===== src/uedc_defines.vh =====
// uedc_defines.vh - offsets, field positions, codes and reset values of the endpoint control block
`ifndef UEDC_DEFINES_VH
`define UEDC_DEFINES_VH
// ****************************************
// register byte offsets
// ****************************************
`define UEDC_OFF_SELECT   8'h00
`define UEDC_OFF_CONTROL  8'h04
`define UEDC_OFF_TYPEDIR  8'h08
`define UEDC_OFF_SIZEBK   8'h0c
`define UEDC_OFF_STATUS0  8'h10
`define UEDC_OFF_STATUS1  8'h14
`define UEDC_OFF_INTFLAGS 8'h18
`define UEDC_OFF_INTEN    8'h1c
`define UEDC_OFF_SUMMARY  8'h20
// ****************************************
// field positions
// ****************************************
`define UEDC_B_STALL_REQUEST    5
`define UEDC_B_STALLCLR   4
`define UEDC_B_TGLRST     3
`define UEDC_B_ENABLE     0
`define UEDC_B_DIR        0
`define UEDC_B_MEMORY_ALLOCATE      1
`define UEDC_B_OVF        6
`define UEDC_B_UNF        5
`define UEDC_B_FIFO_CONTROL    7
`define UEDC_B_NAKIN      6
`define UEDC_B_NAKOUT     4
`define UEDC_B_RXSTP      3
`define UEDC_B_RXOUT      2
`define UEDC_B_STALLED    1
`define UEDC_B_TXIN       0
`define UEDC_B_FLERRE     7
// ****************************************
// codes and reset values
// ****************************************
`define UEDC_TYPE_CTRL    2'h0
`define UEDC_TYPE_ISO     2'h1
`define UEDC_TYPE_BULK    2'h2
`define UEDC_TYPE_INTR    2'h3
`define UEDC_SIZE_MAX_ALL 3'h3
`define UEDC_SIZE_MAX_EP1 3'h5
`define UEDC_EP_BIG       3'h1
`define UEDC_BASE_BYTES   12'h008
`define UEDC_MEM_BYTES    12'h340
`define UEDC_RST_BYTE     8'h00
`define UEDC_SEL_FORBID   3'h7
`endif


===== src/uedc_endpoint_ctrl.v =====
// uedc_endpoint_ctrl.v - per-endpoint control, configuration, status and flag logic with an APB slave
//
// How it works
// - stall request set by software, cleared by SETUP
// - stall clear bit drops request, reads zero
// - toggle reset forces next toggle zero, self-clears
// - type field: control, iso, bulk, interrupt
// - direction bit: one IN, zero OUT/control
// - size codes 8..256 bytes, big only endpoint 1
// - bank field: single or double, rest reserved
// - allocate bit reserves or frees buffer memory
// - config valid judged when allocation requested
// - iso overflow/underflow flags, software clears only
// - toggle status: last OUT or next IN
// - busy bank count of occupied banks
// - control direction captured after each SETUP
// - current bank read-only, non-control endpoints
// - OUT packet sets fifo control and flag
// - IN bank free sets fifo control, ready
// - NAK IN / NAK OUT flags, software clears
// - access allowed from bank state, stall, error
// - SETUP flag, never on IN endpoints
// - kill bank discards last filled IN bank
// - stalled flag on STALL sent or iso OUT CRC
// - interrupt summary from enabled endpoint flags
//
// The placing of the registers and the APB interface to the registers were decided locally.
`timescale 1ns/1ps
`default_nettype none
`include "uedc_defines.vh"
module uedc_endpoint_ctrl #(
   parameter EP_COUNT = 7
) (
   input  wire                  pclk,
   input  wire                  presetn,
   input  wire                  psel,
   input  wire                  penable,
   input  wire                  pwrite,
   input  wire [7:0]            paddr,
   input  wire [31:0]           pwdata,
   output wire                  pready,
   output reg  [31:0]           prdata,
   output wire                  pslverr,
   input  wire                  usb_reset,
   input  wire [2:0]            sie_ep,
   input  wire                  sie_setup,
   input  wire                  sie_setup_dir_in,
   input  wire                  sie_out,
   input  wire                  sie_rx_toggle,
   input  wire                  sie_in_sent,
   input  wire                  sie_nak_in,
   input  wire                  sie_nak_out,
   input  wire                  sie_stall_sent,
   input  wire                  sie_crc_err,
   input  wire                  sie_overflow,
   input  wire                  sie_underflow,
   output wire [EP_COUNT-1:0]   ep_enabled,
   output wire [EP_COUNT-1:0]   ep_stall,
   output wire [EP_COUNT-1:0]   ep_in_toggle,
   output wire [EP_COUNT-1:0]   ep_toggle_clr,
   output wire [EP_COUNT-1:0]   ep_bank_ready,
   output wire [EP_COUNT-1:0]   endpoint_interrupt_summary
);

   // ****************************************
   // helpers
   // ****************************************
   // buffer bytes that one endpoint takes for a size code and bank field
   function [11:0] ep_bytes;
      input [2:0] size;
      input [1:0] banks;
      begin
         ep_bytes = `UEDC_BASE_BYTES << size;
         if (banks[0])
            ep_bytes = {ep_bytes[10:0], 1'b0};
      end
   endfunction

   // ****************************************
   // apb slave
   // ****************************************
   reg  [2:0]              endpoint_select_reg;
   wire [EP_COUNT*8-1:0]   rd_ctl;
   wire [EP_COUNT*8-1:0]   rd_typ;
   wire [EP_COUNT*8-1:0]   rd_siz;
   wire [EP_COUNT*8-1:0]   rd_st0;
   wire [EP_COUNT*8-1:0]   rd_st1;
   wire [EP_COUNT*8-1:0]   rd_int;
   wire [EP_COUNT*8-1:0]   rd_ien;
   wire [EP_COUNT*12-1:0]  used_bytes;
   wire                    acc_wr;
   wire                    mapped;
   reg  [7:0]              rd_byte;
   integer                 k;

   // zero-wait slave: every access ends in its first access cycle
   assign pready  = 1'b1;
   assign mapped  = (paddr[1:0] == 2'h0) && (paddr <= `UEDC_OFF_SUMMARY);
   assign pslverr = psel & penable & ~mapped;
   assign acc_wr  = psel & penable & pwrite & mapped;

   // endpoint selection, a forbidden value is kept out of the register
   always @(posedge pclk or negedge presetn) begin
      if (!presetn) begin
         endpoint_select_reg <= 3'h0;
      end else if (acc_wr && paddr == `UEDC_OFF_SELECT && pwdata[2:0] != `UEDC_SEL_FORBID) begin
         endpoint_select_reg <= pwdata[2:0];
      end
   end

   // read mux for the selected endpoint
   always @* begin
      rd_byte = `UEDC_RST_BYTE;
      for (k = 0; k < EP_COUNT; k = k + 1) begin
         if (endpoint_select_reg == k[2:0]) begin
            case (paddr)
               `UEDC_OFF_CONTROL:  rd_byte = rd_ctl[k*8+:8];
               `UEDC_OFF_TYPEDIR:  rd_byte = rd_typ[k*8+:8];
               `UEDC_OFF_SIZEBK:   rd_byte = rd_siz[k*8+:8];
               `UEDC_OFF_STATUS0:  rd_byte = rd_st0[k*8+:8];
               `UEDC_OFF_STATUS1:  rd_byte = rd_st1[k*8+:8];
               `UEDC_OFF_INTFLAGS: rd_byte = rd_int[k*8+:8];
               `UEDC_OFF_INTEN:    rd_byte = rd_ien[k*8+:8];
               default:            rd_byte = rd_byte;
            endcase
         end
      end
      if (paddr == `UEDC_OFF_SELECT)
         rd_byte = {5'h00, endpoint_select_reg};
      if (paddr == `UEDC_OFF_SUMMARY)
         rd_byte = {{(8-EP_COUNT){1'b0}}, endpoint_interrupt_summary};
   end

   // read data is caught in the setup cycle so it comes from a flop in the access cycle
   always @(posedge pclk or negedge presetn) begin
      if (!presetn) begin
         prdata <= 32'h0000_0000;
      end else if (psel && !penable) begin
         prdata <= mapped ? {24'h00_0000, rd_byte} : 32'h0000_0000;
      end
   end

   // ****************************************
   // per-endpoint logic
   // ****************************************
   genvar i;
   generate
      for (i = 0; i < EP_COUNT; i = i + 1) begin : g_ep
         localparam [2:0] IDX = i;
         reg        en_reg;
         reg        stall_reg;
         reg        tclr_reg;
         reg [1:0]  type_reg;
         reg        dir_reg;
         reg [2:0]  size_reg;
         reg [1:0]  bk_reg;
         reg        memory_allocate_reg;
         reg        config_valid_reg;
         reg        ovf_reg;
         reg        unf_reg;
         reg        dtin_reg;
         reg        dtout_reg;
         reg        cdir_reg;
         reg        cur_reg;
         reg [1:0]  busy_reg;
         reg        fifo_reg;
         reg        nakin_reg;
         reg        nakout_reg;
         reg        stp_reg;
         reg        rxo_reg;
         reg        stl_reg;
         reg        txi_reg;
         reg        kill_reg;
         reg [7:0]  ien_reg;
         reg [11:0] others;
         integer    j;
         wire       hit = (sie_ep == IDX);
         wire       sel = (endpoint_select_reg == IDX);
         wire       w_ctl = acc_wr & sel & (paddr == `UEDC_OFF_CONTROL);
         wire       w_typ = acc_wr & sel & (paddr == `UEDC_OFF_TYPEDIR);
         wire       w_siz = acc_wr & sel & (paddr == `UEDC_OFF_SIZEBK);
         wire       w_st0 = acc_wr & sel & (paddr == `UEDC_OFF_STATUS0);
         wire       w_int = acc_wr & sel & (paddr == `UEDC_OFF_INTFLAGS);
         wire       w_ien = acc_wr & sel & (paddr == `UEDC_OFF_INTEN);
         wire       is_ctl = (type_reg == `UEDC_TYPE_CTRL);
         wire       is_iso = (type_reg == `UEDC_TYPE_ISO);
         wire       is_in = dir_reg & ~is_ctl;
         wire [1:0] nbk = bk_reg[0] ? 2'h2 : 2'h1;
         wire       tgl_rst = w_ctl & pwdata[`UEDC_B_TGLRST];
         wire       e_rx = hit & (sie_out | sie_setup) & ~is_in & (busy_reg < nbk);
         wire       rel = w_int & ~pwdata[`UEDC_B_FIFO_CONTROL] & fifo_reg;
         wire       kill = w_int & pwdata[`UEDC_B_RXOUT] & is_in & (busy_reg != 2'h0);
         wire       in_dec = is_in & ((hit & sie_in_sent) | kill) & (busy_reg != 2'h0);
         wire       inc = is_in ? (rel & (busy_reg < nbk)) : e_rx;
         wire       dec = is_in ? in_dec : (rel & (busy_reg != 2'h0));
         wire [1:0] busy_n = busy_reg + {1'b0, inc} - {1'b0, dec};
         wire       fifo_n = is_in ? (busy_n < nbk) : (busy_n != 2'h0);
         wire       size_ok = (size_reg <= `UEDC_SIZE_MAX_ALL) ||
                              (IDX == `UEDC_EP_BIG && size_reg <= `UEDC_SIZE_MAX_EP1);
         wire [11:0] mine = ep_bytes(pwdata[6:4], pwdata[3:2]);
         wire       fit_size = (pwdata[6:4] <= `UEDC_SIZE_MAX_ALL) ||
                               (IDX == `UEDC_EP_BIG && pwdata[6:4] <= `UEDC_SIZE_MAX_EP1);
         wire       fit = fit_size & ~pwdata[3] & (others + mine <= `UEDC_MEM_BYTES);
         wire       err = ~config_valid_reg | ovf_reg | unf_reg;
         wire       access_allowed = ~stall_reg & ~err & (is_in ? (busy_reg < nbk) : (busy_reg != 2'h0));
         wire [6:0] srcs = {ovf_reg | unf_reg, nakin_reg, nakout_reg, stp_reg, rxo_reg, stl_reg, txi_reg};
         wire [6:0] ens = {ien_reg[7:6], ien_reg[4:0]};

         // memory already held by the other endpoints
         always @* begin
            others = 12'h000;
            for (j = 0; j < EP_COUNT; j = j + 1) begin
               if (j != i)
                  others = others + used_bytes[j*12+:12];
            end
         end

         // a usb bus reset returns the endpoint to its power-up state
         always @(posedge pclk or negedge presetn) begin
            if (!presetn) begin
               en_reg <= 1'b0; stall_reg <= 1'b0; tclr_reg <= 1'b0;
               type_reg <= 2'h0; dir_reg <= 1'b0; size_reg <= 3'h0; bk_reg <= 2'h0;
               memory_allocate_reg <= 1'b0; config_valid_reg <= 1'b0; ovf_reg <= 1'b0; unf_reg <= 1'b0;
               dtin_reg <= 1'b0; dtout_reg <= 1'b0; cdir_reg <= 1'b0; cur_reg <= 1'b0;
               busy_reg <= 2'h0; fifo_reg <= 1'b0; nakin_reg <= 1'b0; nakout_reg <= 1'b0;
               stp_reg <= 1'b0; rxo_reg <= 1'b0; stl_reg <= 1'b0; txi_reg <= 1'b0;
               kill_reg <= 1'b0; ien_reg <= 8'h00;
            end else if (usb_reset) begin
               en_reg <= 1'b0; stall_reg <= 1'b0; tclr_reg <= 1'b0;
               type_reg <= 2'h0; dir_reg <= 1'b0; size_reg <= 3'h0; bk_reg <= 2'h0;
               memory_allocate_reg <= 1'b0; config_valid_reg <= 1'b0; ovf_reg <= 1'b0; unf_reg <= 1'b0;
               dtin_reg <= 1'b0; dtout_reg <= 1'b0; cdir_reg <= 1'b0; cur_reg <= 1'b0;
               busy_reg <= 2'h0; fifo_reg <= 1'b0; nakin_reg <= 1'b0; nakout_reg <= 1'b0;
               stp_reg <= 1'b0; rxo_reg <= 1'b0; stl_reg <= 1'b0; txi_reg <= 1'b0;
               kill_reg <= 1'b0; ien_reg <= 8'h00;
            end else begin
               // control register
               if (w_ctl)
                  en_reg <= pwdata[`UEDC_B_ENABLE];
               if (hit & sie_setup)
                  stall_reg <= 1'b0;
               else if (w_ctl & pwdata[`UEDC_B_STALLCLR])
                  stall_reg <= 1'b0;
               else if (w_ctl & pwdata[`UEDC_B_STALL_REQUEST])
                  stall_reg <= 1'b1;
               tclr_reg <= tgl_rst;
               // configuration
               if (w_typ) begin
                  type_reg <= pwdata[7:6];
                  dir_reg  <= pwdata[`UEDC_B_DIR];
               end
               if (w_siz) begin
                  size_reg  <= pwdata[6:4];
                  bk_reg    <= pwdata[3:2];
                  memory_allocate_reg <= pwdata[`UEDC_B_MEMORY_ALLOCATE];
                  if (pwdata[`UEDC_B_MEMORY_ALLOCATE])
                     config_valid_reg <= fit;
               end
               // iso flow flags: hardware set beats a software clear
               ovf_reg <= (hit & sie_overflow & is_iso) |
                          (ovf_reg & ~(w_st0 & ~pwdata[`UEDC_B_OVF]));
               unf_reg <= (hit & sie_underflow & is_iso) |
                          (unf_reg & ~(w_st0 & ~pwdata[`UEDC_B_UNF]));
               // toggle tracking
               if (tgl_rst)
                  dtin_reg <= 1'b0;
               else if (hit & sie_in_sent & is_in)
                  dtin_reg <= ~dtin_reg;
               if (e_rx)
                  dtout_reg <= sie_rx_toggle;
               if (hit & sie_setup)
                  cdir_reg <= sie_setup_dir_in;
               // bank bookkeeping
               busy_reg <= busy_n;
               fifo_reg <= fifo_n;
               if (bk_reg[0] & (rel | (is_in & kill)))
                  cur_reg <= ~cur_reg;
               kill_reg <= kill;
               // event flags, set wins over the software clear
               txi_reg <= (is_in & fifo_n & (rel | ~fifo_reg)) |
                          (txi_reg & is_in & ~(w_int & ~pwdata[`UEDC_B_TXIN]));
               rxo_reg <= (e_rx & hit & sie_out) |
                          (rxo_reg & ~(w_int & ~is_in & ~pwdata[`UEDC_B_RXOUT]));
               stp_reg <= (e_rx & hit & sie_setup) |
                          (stp_reg & ~is_in & ~(w_int & ~pwdata[`UEDC_B_RXSTP]));
               nakin_reg <= (hit & sie_nak_in) |
                            (nakin_reg & ~(w_int & ~pwdata[`UEDC_B_NAKIN]));
               nakout_reg <= (hit & sie_nak_out) |
                             (nakout_reg & ~(w_int & ~pwdata[`UEDC_B_NAKOUT]));
               stl_reg <= (hit & sie_stall_sent) | (hit & sie_crc_err & is_iso & ~is_in) |
                          (stl_reg & ~(w_int & ~pwdata[`UEDC_B_STALLED]));
               if (w_ien)
                  ien_reg <= pwdata[7:0] & 8'hdf;
            end
         end

         // register images and engine-facing state
         assign rd_ctl[i*8+:8] = {2'h0, stall_reg, 4'h0, en_reg};
         assign rd_typ[i*8+:8] = {type_reg, 5'h00, dir_reg};
         assign rd_siz[i*8+:8] = {1'b0, size_reg, bk_reg, memory_allocate_reg, 1'b0};
         assign rd_st0[i*8+:8] = {config_valid_reg, ovf_reg, unf_reg, 1'b0,
                                  1'b0, is_in ? dtin_reg : dtout_reg, busy_reg};
         assign rd_st1[i*8+:8] = {5'h00, cdir_reg, 1'b0, cur_reg & ~is_ctl};
         assign rd_int[i*8+:8] = {fifo_reg, nakin_reg, access_allowed, nakout_reg, stp_reg & ~is_in,
                                  is_in ? kill_reg : rxo_reg, stl_reg, txi_reg & is_in};
         assign rd_ien[i*8+:8] = ien_reg;
         assign used_bytes[i*12+:12] = (memory_allocate_reg & config_valid_reg & size_ok) ?
                                       ep_bytes(size_reg, bk_reg) : 12'h000;
         assign endpoint_interrupt_summary[i] = |(srcs & ens);
         assign ep_enabled[i]    = en_reg & memory_allocate_reg & config_valid_reg;
         assign ep_stall[i]      = stall_reg;
         assign ep_in_toggle[i]  = dtin_reg;
         assign ep_toggle_clr[i] = tclr_reg;
         assign ep_bank_ready[i] = is_in ? (busy_reg != 2'h0) : (busy_reg < nbk);
      end
   endgenerate

endmodule // uedc_endpoint_ctrl
`default_nettype wire


===== config.mk =====
export PLATFORM = sky130hd
export DESIGN_NAME = uedc_endpoint_ctrl
export DESIGN_NICKNAME = d
export VERILOG_FILES = /design/src/uedc_endpoint_ctrl.v
export VERILOG_INCLUDE_DIRS = /design/src
export SDC_FILE = /design/constraint.sdc
export NUM_CORES = 1
export LEC_CHECK = 0
export BUFFER_PORTS_ARGS = -buffer_cell sky130_fd_sc_hd__buf_4
export CORE_AREA = 3 3 260 262
export CTS_CLUSTER_DIAMETER = 30
export DETAILED_ROUTE_END_ITERATION = 6
export DIE_AREA = 0 0 263 265
export PLACE_DENSITY_LB_ADDON = 0.15
export SLEW_MARGIN = 30
export SYNTH_ARGS = -nofsm -noshare
export SYNTH_HDL_FRONTEND = slang
export SYNTH_SLANG_ARGS = --single-unit

===== constraint.sdc =====
create_clock -name pclk -period 8.05 [get_ports pclk]
set_clock_uncertainty 0.2 [all_clocks]
set_input_delay 1.61 -clock pclk [delete_from_list [all_inputs] [get_ports pclk]]
set_output_delay 1.61 -clock pclk [all_outputs]
set_load 0.02 [all_outputs]

==> flow_metrics.tcl <==
set metrics [dict create \
    synthSimpleGateAreaFrac 0.159 \
    violations "DRC" \
    min_from "prdata[5]" \
    ys_seq_area_frac 0.289 \
    cp-end-kind "flip-flop" \
    synth_xor_area_frac 0.0516 \
    synth_fa_ha_area_frac 0.195 \
    fin_util 0.402 \
    clock-root-buffer "clkbuf_16" \
    finalInstanceArea_mm2 0.0264 \
    synth_edf_count 0 \
    initial_core_util 0.347 \
    largest_register_ffs 49 \
    ioPinCount 136 \
    worst_pin_slew_ns 0.996 \
    final-setup-viol-count 0 \
    clock-sinks 263 \
    vias_per_cell 5.68 \
    critical_path.startpoint "g_ep[1].size_reg[1]" \
    grt_overflow 0 \
    synth_top_family_by_area "adder cells" \
    vdd_ir_drop_max_uv 124 \
    antenna_found_initial 0 \
    netlist_area_mm2 0.0228 \
    leakage_nw 11.8 \
    tns_ns 0 \
    drive_gt1_frac 0.106 \
    area_delta_synth_final_pct 15.9 \
    period_share 0.855 \
    gp_congestion 0.936 \
    syn_inst 2566 \
    synth-compound-area-share 0.184 \
    cp_data_arrival_time_ns 7.15 \
    critPathMaxFanout 9 \
    hpwl_um 63600 \
    async_flop_share 1.00 \
    rows 94 \
    r2r_start "g_ep[1].size_reg[1]" \
    path_class "reg2reg" \
    placed_cell_area_mm2 0.0243 \
    powerDensity_mw_per_mm2 182 \
    clock_latency_ns 0.60 \
    core_mm2 0.0656 \
    dp_slack_ns 1.20 \
    status "finished with violations" \
    drt-initial-drc-count 2128 \
    setup_slack_ns 1.16 \
    grt_max_degree 157 \
    ys_warn_count 0 \
    grt_setup_unrepaired "false" \
    tritoncts "built" \
    grt_pass1_wl_um 131000 \
    holdCritPathClass "reg2reg" \
    synth-main-ff-cell "dfrtp_1" \
    dieHeight_um 265 \
    hold_buffers 0 \
    cts_post_setup_buffers_inserted 0 \
    fmax_ghz 0.145 \
    hold_viol_final 0 \
    start_kind "flip-flop" \
    globalRouteTotalUtil 0.247 \
    period_minus_slack_ns 6.89 \
    avgRoutedWirePerCell_um 24.6 \
    cap_violations 0 \
    routed_wl_um 87600 \
    max-clock-path-buffers 3 \
    ys_ff_latch 263 \
    fin_nets 2979 \
    drtAntennaViolNets 0 \
    final_cell_mix "dfrtp_1, nand2_1, nor2_1" \
    tritoncts.num_buffers 60 \
    slew_violations 0 \
    worst_ep_required_time_ns 8.31 \
    dr.pass1.iters 7 \
    post_cts_resize_count 0 \
    drc 4 \
    layout_commonest_cell "dfrtp_1" \
    synth_cell_type_count 86 \
    syn_avg_cell_area_um2 8.88 \
    die_area_mm2 0.0697 \
    die-width_um 263 \
    port_buffers 86 \
    via_count 20250 \
    grt_pass1_vias 20283 \
    relSlewSlack 0.336 \
    synthMuxAreaShare 0.0475 \
    clkTransAtPathRegs_ns 0.05 \
    htreeDepth 2 \
    finalPower_mw 4.81 \
    n_antenna_cell 0 \
]
## kinds of logic (layout without fill, tap and decap cells)
group / count (synthesis) / count (layout)
other cells: 2 / 87
xor+xnor: 130 / 130
fa+ha+maj: 267 / 267
compound gates: 661 / 661
simple gates: 747 / 747
flops: 263 / 263
buf+inv: 389 / 439
mux: 107 / 107
## through the flow
| stage | std cells | hold WS, ns |
|---|---|---|
| finish | 3565 | 0.299 |
| detailed placement | 3455 | 0.292 |
| floorplan | 2651 | 0.285 |
| global route | 3565 | 0.323 |
| CTS | 3565 | 0.303 |
| global placement | 3454 | 0.293 |
## where the power goes
part / switching, mW / internal, mW
combinational: 0.551 / 0.349
sequential: 0.0131 / 1.34
clock: 0.814 / 1.75
## area by class of cell
type / instances / area (um2)
fillers: 6637 / 39200
multi-input cells: 1999 / 14900
flip-flops and latches: 263 / 6580
clock buffers: 73 / 1630
well taps: 864 / 1080
repair buffers: 126 / 996
inverters: 203 / 762
clock inverters: 37 / 480
## routing by layer
layer,routed length [um],track usage
met1,37800,0.339
met2,39900,0.391
met3,6930,0.0522
met4,3050,0.0767
met5,0,0
## synth_stat cells (10+ instances only)
master	number	area, um2
a22oi_1	37	278
dfrtp_1	263	6580
a221oi_1	22	193
o21ai_0	153	766
o211ai_1	11	82.6
a32oi_1	15	131
clkbuf_1	110	413
nand3_1	57	285
ha_1	119	1490
o2111ai_1	11	96.3
o22ai_1	16	100
nand2b_1	17	106
nor2b_1	32	200
a21oi_1	210	1050
a211oi_1	17	128
nand2_1	223	837
nor3_1	45	225
fa_1	147	2940
nand3b_1	18	135
xnor2_1	88	771
and3b_1	10	87.6
nand4_1	24	150
a221o_1	11	110
a21o_1	31	233
buf_4	49	368
o21a_1	18	135
inv_1	203	762
or2_2	11	68.8
o31ai_1	14	105
xor2_1	39	342
a222oi_1	12	120
buf_1	11	41.3
a22o_1	10	87.6
a31oi_1	16	100
o21bai_1	17	128
or3_1	13	81.3
mux2i_1	98	981
and3_1	14	87.6
nor2_1	221	830
buf_2	14	70.1
## path summary, 6_finish.rpt
| kind | slack [ns] | cells after the start | end |
|---|---|---|---|
| min | 0.30 | 2 | prdata[5] |
| min in group asynchronous | 0.83 | 1 | g_ep[4].busy_reg[0] |
| max | 1.16 | 26 | g_ep[5].config_valid_reg |
| max reg2reg | 1.16 | 26 | g_ep[5].config_valid_reg |
| max in group asynchronous | 5.42 | 2 | prdata[2] |
| min reg2reg | 0.30 | 2 | prdata[5] |
## critical path, cell delays in order, from the launching register on
cell	delay, ns
dfrtp_1	0.49
nand4bb_1	0.37
nor3_1	0.48
ha_1	0.28
ha_1	0.16
inv_1	0.05
o41ai_2	0.07
maj3_2	0.30
a21oi_2	0.08
xnor2_1	0.36
ha_1	0.36
xor2_1	0.27
ha_1	0.33
and2_1	0.15
o21ai_0	0.23
nand3b_1	0.13
xor2_1	0.18
ha_1	0.33
a21oi_1	0.17
xnor2_1	0.21
fa_1	0.48
ha_1	0.35
a21oi_1	0.13
o21ai_0	0.13
xnor2_1	0.16
xnor2_1	0.24
o21ai_1	0.09
Power figures use the tool's default switching activity.
